**config.mk**
```make
export PLATFORM = sky130hd
export DESIGN_NAME = sss_sequencer
export DESIGN_NICKNAME = d
export VERILOG_FILES = /design/src/inc/sss_pkg.sv /design/src/logic/sss_sequencer.sv /design/src/logic/sss_timer.sv
export VERILOG_INCLUDE_DIRS = /design/src /design/src/inc
export SDC_FILE = /design/constraint.sdc
export NUM_CORES = 1
export LEC_CHECK = 0
export ABC_CLOCK_PERIOD_IN_PS = 5090
export BUFFER_PORTS_ARGS = -buffer_cell sky130_fd_sc_hd__buf_4
export CORE_MARGIN = 8
export CORE_UTILIZATION = 55
export DETAILED_ROUTE_END_ITERATION = 6
export GPL_TIMING_DRIVEN = 0
export PLACE_DENSITY = 0.8
export SLEW_MARGIN = 20
export SYNTH_ARGS = -nofsm -noshare
export SYNTH_HDL_FRONTEND = slang
export SYNTH_HIERARCHICAL = 1
export SYNTH_SLANG_ARGS = --single-unit
```
**constraint.sdc**
```tcl
create_clock -name clock -period 5.09 [get_ports clock]
set_input_delay 0.7635 -clock clock [delete_from_list [all_inputs] [get_ports clock]]
set_output_delay 0.7635 -clock clock [all_outputs]
set_load 0.1 [all_outputs]
```
**src/inc/sss_defs.svh**
```systemverilog
// Constants for the sleep and start-up sequencer.
// Assumes a 50 MHz core clock; sleep and init counts are derived from printed times.
`ifndef SSS_DEFS_SVH
`define SSS_DEFS_SVH
`define SSS_CLK_MHZ          50
`define SSS_SLEEP_ENTRY_MS   2000
`define SSS_SLEEP_ENTRY_CYC  (`SSS_SLEEP_ENTRY_MS * 1000 * `SSS_CLK_MHZ)
`define SSS_INIT_MAX_US      160
`define SSS_INIT_MAX_CYC     (`SSS_INIT_MAX_US * `SSS_CLK_MHZ)
`define SSS_POR_DELAY_CYC    64
`define SSS_OTP_WORDS        8
`define SSS_OTP_WIDTH        32
`define SSS_REG_INIT_VAL     32'h00000000
`endif

```
**src/inc/sss_pkg.sv**
```systemverilog
// Types for the sleep and start-up sequencer.
// Assumes nothing beyond the defines header.
package sss_pkg;
  typedef enum logic [2:0] {
    SSS_ST_POR,
    SSS_ST_INIT,
    SSS_ST_SLEEP,
    SSS_ST_ACTIVE
  } sss_state_t;
endpackage : sss_pkg

```
**src/logic/sss_sequencer.sv**
```systemverilog
// Sleep and start-up sequencer: reset delay, OTP load, sleep and wake.
// Assumes pin input synchronous to clock; OTP read has one-cycle latency.
`timescale 1ns/1ns
`include "sss_defs.svh"
module sss_sequencer #(
  parameter int unsigned SLEEP_CYC = `SSS_SLEEP_ENTRY_CYC,
  parameter int unsigned INIT_CYC  = `SSS_INIT_MAX_CYC,
  parameter int unsigned POR_CYC   = `SSS_POR_DELAY_CYC,
  parameter int unsigned WORDS     = `SSS_OTP_WORDS,
  parameter int unsigned DW        = `SSS_OTP_WIDTH
) (
  input  wire logic                     clock,
  input  wire logic                     rst_b,
  input  wire logic                     serial_data_line_in,
  output logic                          serial_data_line_out,
  output logic                          serial_data_line_oe_b,
  input  wire logic                     func_busy,
  output logic [$clog2(WORDS)-1:0]      otp_addr,
  output logic                          otp_rd,
  input  wire logic [DW-1:0]            otp_data,
  output logic                          osc_enable,
  output logic                          sleep_en,
  output logic                          core_reset_b,
  output logic                          init_done,
  output logic                          link_ready,
  output logic [WORDS*DW-1:0]           config_regs
);
  localparam int unsigned AW = $clog2(WORDS);

  sss_pkg::sss_state_t state_r;
  logic [15:0]         por_cnt_r;
  logic [31:0]         init_cnt_r;
  logic [AW:0]         load_idx_r;
  logic                load_pend_r;
  logic [AW-1:0]       load_addr_r;
  logic [DW-1:0]       regs_r [WORDS];
  logic                line_q_r;
  logic                idle_clear;
  logic                idle_expired;
  logic                load_last;

  // Line low or busy function restarts idle count; also in non-active states
  assign idle_clear = !serial_data_line_in || func_busy
                      || (state_r != sss_pkg::SSS_ST_ACTIVE);

  sss_timer #(
    .WIDTH (32)
  ) u_idle (
    .clock   (clock),
    .rst_b   (rst_b),
    .clear   (idle_clear),
    .limit   (SLEEP_CYC[31:0]),
    .expired (idle_expired)
  );

  assign load_last = (load_idx_r == (AW+1)'(WORDS));

  // Main mode machine
  always_ff @(posedge clock or negedge rst_b)
  begin
    if (!rst_b)
      state_r <= sss_pkg::SSS_ST_POR;
    else
    begin
      case (state_r)
        sss_pkg::SSS_ST_POR:
          if (por_cnt_r >= 16'(POR_CYC - 1))
            state_r <= sss_pkg::SSS_ST_INIT;
        sss_pkg::SSS_ST_INIT:
          // Timeout bounds the load even if OTP stalls
          if ((load_last && !load_pend_r) || init_cnt_r >= INIT_CYC - 1)
            state_r <= sss_pkg::SSS_ST_SLEEP;
        sss_pkg::SSS_ST_SLEEP:
          if (!serial_data_line_in || func_busy)
            state_r <= sss_pkg::SSS_ST_ACTIVE;
        sss_pkg::SSS_ST_ACTIVE:
          if (idle_expired)
            state_r <= sss_pkg::SSS_ST_SLEEP;
        default:
          state_r <= sss_pkg::SSS_ST_POR;
      endcase
    end
  end

  // Reset delay counter from threshold crossing
  always_ff @(posedge clock or negedge rst_b)
  begin
    if (!rst_b)
      por_cnt_r <= 16'h0000;
    else if (state_r == sss_pkg::SSS_ST_POR)
      por_cnt_r <= por_cnt_r + 16'h0001;
  end

  // Initialisation time budget
  always_ff @(posedge clock or negedge rst_b)
  begin
    if (!rst_b)
      init_cnt_r <= 32'h00000000;
    else if (state_r == sss_pkg::SSS_ST_INIT)
      init_cnt_r <= init_cnt_r + 32'h00000001;
  end

  // OTP read sequencing: issue address, capture next cycle
  always_ff @(posedge clock or negedge rst_b)
  begin
    if (!rst_b)
    begin
      load_idx_r  <= '0;
      load_pend_r <= 1'b0;
      load_addr_r <= '0;
    end
    else
    begin
      load_pend_r <= otp_rd;
      load_addr_r <= otp_addr;
      if (otp_rd)
        load_idx_r <= load_idx_r + 1'b1;
    end
  end

  assign otp_rd   = (state_r == sss_pkg::SSS_ST_INIT) && !load_last;
  assign otp_addr = load_idx_r[AW-1:0];

  // Per-word register file: initial value in reset, OTP value after
  genvar gi;
  generate
    for (gi = 0; gi < WORDS; gi++)
    begin : g_reg
      always_ff @(posedge clock or negedge rst_b)
      begin
        if (!rst_b)
          regs_r[gi] <= DW'(`SSS_REG_INIT_VAL);
        else if (load_pend_r && load_addr_r == AW'(gi))
          regs_r[gi] <= otp_data;
      end
      assign config_regs[gi*DW +: DW] = regs_r[gi];
    end
  endgenerate

  // Previous line level for wake-up edge detection
  always_ff @(posedge clock or negedge rst_b)
  begin
    if (!rst_b)
      line_q_r <= 1'b1;
    else
      line_q_r <= serial_data_line_in;
  end

  // Ready after wake-up seen; dropped on sleep or reset
  always_ff @(posedge clock or negedge rst_b)
  begin
    if (!rst_b)
      link_ready <= 1'b0;
    else if (state_r != sss_pkg::SSS_ST_ACTIVE)
      link_ready <= 1'b0;
    else if (line_q_r && !serial_data_line_in)
      link_ready <= 1'b1;
    else if (state_r == sss_pkg::SSS_ST_ACTIVE && !line_q_r)
      link_ready <= 1'b1;
  end

  // Status flops
  always_ff @(posedge clock or negedge rst_b)
  begin
    if (!rst_b)
    begin
      init_done    <= 1'b0;
      core_reset_b <= 1'b0;
    end
    else
    begin
      core_reset_b <= (state_r != sss_pkg::SSS_ST_POR);
      if (state_r == sss_pkg::SSS_ST_SLEEP)
        init_done <= 1'b1;
    end
  end

  // Oscillator gated in sleep; wake path is combinational so no edge is needed
  assign sleep_en   = (state_r == sss_pkg::SSS_ST_SLEEP);
  assign osc_enable = !sleep_en || !serial_data_line_in || func_busy;

  // This block never pulls the line; protocol logic owns that
  assign serial_data_line_out  = 1'b0;
  assign serial_data_line_oe_b = 1'b1;
endmodule : sss_sequencer

```
**src/logic/sss_timer.sv**
```systemverilog
// Idle timer: counts while idle, flags when the limit is passed.
// Assumes a clear input that restarts the count immediately.
`timescale 1ns/1ns
module sss_timer #(
  parameter int unsigned WIDTH = 32
) (
  input  wire logic             clock,
  input  wire logic             rst_b,
  input  wire logic             clear,
  input  wire logic [WIDTH-1:0] limit,
  output logic                  expired
);
  logic [WIDTH-1:0] count_r;

  // Saturating count so expired stays high until cleared
  always_ff @(posedge clock or negedge rst_b)
  begin
    if (!rst_b)
      count_r <= '0;
    else if (clear)
      count_r <= '0;
    else if (count_r <= limit)
      count_r <= count_r + 1'b1;
  end

  assign expired = (count_r > limit) && !clear;
endmodule : sss_timer

```
==> results.md <==
Status:
- The run finished with clean final reports.

Floorplan:
- The total area inside the core boundary comes to 27000 µm².
- slightly above 300 I/O pins were placed.
- The initial cell density of the core is 0.561.
- Measured along the x axis, the die boundary spans 182 µm.
- After floorplanning, the core was divided into 60 placement rows.
- The height of the die is around 180 µm.
- The area of the die is 33100 µm².

STA:
- Measured against its own limit, the worst slew margin works out to 0.399.
- The clock arrives with 0.0173 ns of skew.
- The timing-limited maximum frequency is 0.286 GHz.
- In the final timing run, aggregate negative setup slack is 0 ns.
- The final setup violation count is 0.
- The max-slew violation count is 0.
- The final period utilization is 0.686.
- Final hold analysis gives a worst-case slack of 0.246 ns.
- The slew at the pin with the worst max-slew slack is 0.901 ns.
- Setup slack closes at between 1.5 and 2 ns.
- The number of failing hold endpoints at the final stage came to 0.
- Setup repair after global routing left no endpoint under its margin.
- The final critical-path required period is 3.49 ns.

Finish:
- The register area is 8760 µm².
- The growth of design area from synthesis to finish is 26.8%.
- In the final layout, the multi-input gates occupy 6090 µm².
- The repair_antennas step left the layout with diodes totalling 0.
- Counting the fill cells in the layout gives 1877.
- The final layout contains 1591 nets.
- The fraction of layout instances using a drive strength above 1 is 0.420.

Logic synthesis:
- Counting flops and latches in the post-synthesis netlist gives 350.
- The gate count of the mapped netlist is about 1100.
- In this run, distinct cell masters in the synthesized netlist total 68.
- Summing every instance area after synthesis gives around 15000 µm².
- The Yosys warning count is 6.
- The number of enable-type register cells in the synthesized netlist is 0.
- The post-synthesis sequential area ratio is 0.578.
- Averaged over all synthesized cells, the footprint is 13.3 µm².
- Among all flip-flop cells after synthesis, the most frequent one is sky130_fd_sc_hd__dfrtp_1.
- The async set or reset register ratio after synthesis is 1.00.

Drt:
- The DRC violations left is 0.
- The DRC violation total after the first TritonRoute iteration is ~900.
- The ratio of routed vias to standard cells is 5.64.
- The routed layout has 10634 vias.
- The detail route stage leaves a number of antenna-violating nets equal to 0.
- The count of TritonRoute iterations in the first routing pass is 5.
- The final wirelength is 40.3 mm.
- The per-cell routed wire length is about 21 µm.

Clock network:
- The hold-fix buffer count after cts is 0.
- TritonCTS built the clock tree.
- Post-CTS repair changed the size of 0 cells.
- Clock-pin slew was measured on the worst setup and hold paths at 0.06 ns.
- The clock passes through at most 3 buffers.
- The H-tree level count is 2.
- The number of clock buffers added by TritonCTS is 37.
- The cell sitting at the root of the clock tree is a sky130_fd_sc_hd__clkbuf_16.
- For this design, the sink count on the clock tree is 350.
- The number of setup buffers added after CTS is 0.
- For the worst-skew pair, the clock arrives at the later sink with an insertion delay of 0.52 ns.

Global route:
- The global-route layer with the greatest usage is met2.
- The via count of the first global-routing pass is 10637.
- The overall overflow remaining after global route is 0.
- The first global-routing pass estimated around 63 mm of wire.
- In the global route stage, met3 resource usage came out at 0.0527.
- The global-route usage over all layers is 0.239.
- The met1 global-route usage is 0.297.
- Entering global routing, the biggest net connects just over 100 pins.
- The met2 routing resource usage after global routing is 0.406.
- The number of antenna violations at the first check in global routing is 0.

Place:
- The congestion estimate from routability-driven global placement came to roughly 0.83.
- The count of buffers from port buffering is 300.
- Detailed placement ended at an HPWL of 29.1 mm.
- The pre-CTS worst setup slack is 1.72 ns.

Run:
- Across the run, the number of max-cap violations was 0.

Worst setup path:
- The worst setup path is launched from a flop.
- The worst setup path is of the flop to flop kind.
- Data on the critical path arrives at its endpoint at 3.89 ns.
- The worst register-to-register path has a depth of 13.
- The worst register-to-register path has a setup slack of 1.60 ns.
- The critical path endpoint category is a flop.
- STA puts the critical path data required time at 5.49 ns.
- The maximum fanout encountered on the critical timing path is 10.

Pwr:
- Summed over all cells, the static leakage comes to 9.61 nW.
- The maximum resistive drop on vdd is about 0.00025 V.
- For this design the ratio of total power to cell area is between 300 and 400 nW/µm².

Hold path:
- The class of the most critical hold timing path is input port to asynchronous set/reset pin.
[cells in the final DEF (no fill, tap or decap), drive strengths merged, types with 4 or more instances in the layout]
cell    instances
conb           34
nor4           14
o221ai         11
buf           341
xnor2          39
clkbuf         68
nor2           34
mux2          259
nand3          46
nand2          67
or2             8
or3             7
o211ai         11
a21oi          13
dfrtp         349
o41ai           9
a22o            9
xor2           11
inv            45
nor3           11
and3           16
nand4b          4
clkinv          5
o21ai          27
ha             37
nor2b           4
nand4          27
[synth_stat cells (all sizes together), types with 13 or more instances]
library cell / instances / area, µm²
nand2: 67 / 254
clkbuf: 14 / 52.6
dfrtp: 349 / 8730
mux2: 259 / 2920
buf: 38 / 221
a21oi: 13 / 65.1
xnor2: 39 / 342
inv: 43 / 161
nand4: 27 / 184
ha: 37 / 463
and3: 16 / 101
nand3: 46 / 263
o21ai: 27 / 135
nor2: 34 / 140
nor4: 14 / 133
[cell families (layout without fill, tap and decap cells)]
family,Yosys count,after routing,share of synthesized area
other cells,2,34,0.000495
simple gates,255,255,0.0965
xor+xnor,50,50,0.0289
flops,350,350,0.578
buf+inv,95,463,0.0287
fa+ha+maj,37,37,0.0305
mux,259,259,0.192
compound gates,96,96,0.0448
[report_power, final]
group          switching (W)  internal (W)
clock                0.00108       0.00151
combinational       0.000545      0.000137
sequential         0.0000292       0.00284
total                0.00166       0.00448
[layer usage]
layer | share of wire | wire length (µm) | vias to the layer above
li1 | - | - | 4820
met1 | 0.40 | 16100 | 5313
met2 | 0.49 | 19900 | 418
met3 | 0.072 | 2910 | 83
met4 | 0.033 | 1350 | 0
met5 | 0 | 0 | -
[cell type report]
class                           instances  share of cell area
Buffer                                 52              0.0142
Clock buffer                           54              0.0552
Clock inverter                         11             0.00612
Inverter                               43             0.00839
Multi-Input combinational cell        731               0.317
Sequential cell                       350               0.455
Tap cell                              341              0.0222
Timing Repair Buffer                  303               0.122
[state kept, by name, summed over array words and instances (netlist names), 2 cells and up]
| signal | count |
|---|---|
| load_addr_r | 3 |
| load_idx_r | 4 |
| config_regs | 256 |
| init_cnt_r | 32 |
| u_idle/count_r | 32 |
| state_r | 2 |
| por_cnt_r | 16 |
[metrics by stage]
stage	power [W]	instance area (µm²)	utilization	std cells
after floorplan	0.00337	15300	-	1176
after global placement	0.00358	18000	0.665	1817
after detailed placement	0.00360	18100	0.668	1820
after CTS	0.00620	19200	0.712	1885
after global routing	0.00634	19200	0.712	1885
final	0.00614	19200	0.712	1885
[worst max-delay path, stage by stage (launching register included)]
cell	delay, ns
sky130_fd_sc_hd__dfrtp_1	0.45
sky130_fd_sc_hd__ha_1	0.33
sky130_fd_sc_hd__nand4_1	0.18
sky130_fd_sc_hd__nor4_1	0.49
sky130_fd_sc_hd__nor3b_1	0.43
sky130_fd_sc_hd__o31a_2	0.31
sky130_fd_sc_hd__or2_1	0.12
sky130_fd_sc_hd__buf_2	0.17
sky130_fd_sc_hd__buf_4	0.20
sky130_fd_sc_hd__inv_1	0.06
sky130_fd_sc_hd__mux2_2	0.26
sky130_fd_sc_hd__a32oi_1	0.16
sky130_fd_sc_hd__nand2_1	0.09
sky130_fd_sc_hd__xnor2_1	0.12
[path summary, 6_finish.rpt]
path | end | startpoint
setup / recovery | state_r[0] | u_idle/count_r[29]
hold / removal | config_regs[222] | rst_b
setup reg to reg | state_r[0] | u_idle/count_r[29]
hold reg to reg | load_addr_r[2] | load_idx_r[2]
max in group asynchronous | line_q_r | rst_b
min in group clock | line_q_r | serial_data_line_in
Power figures use the tool's default switching activity.
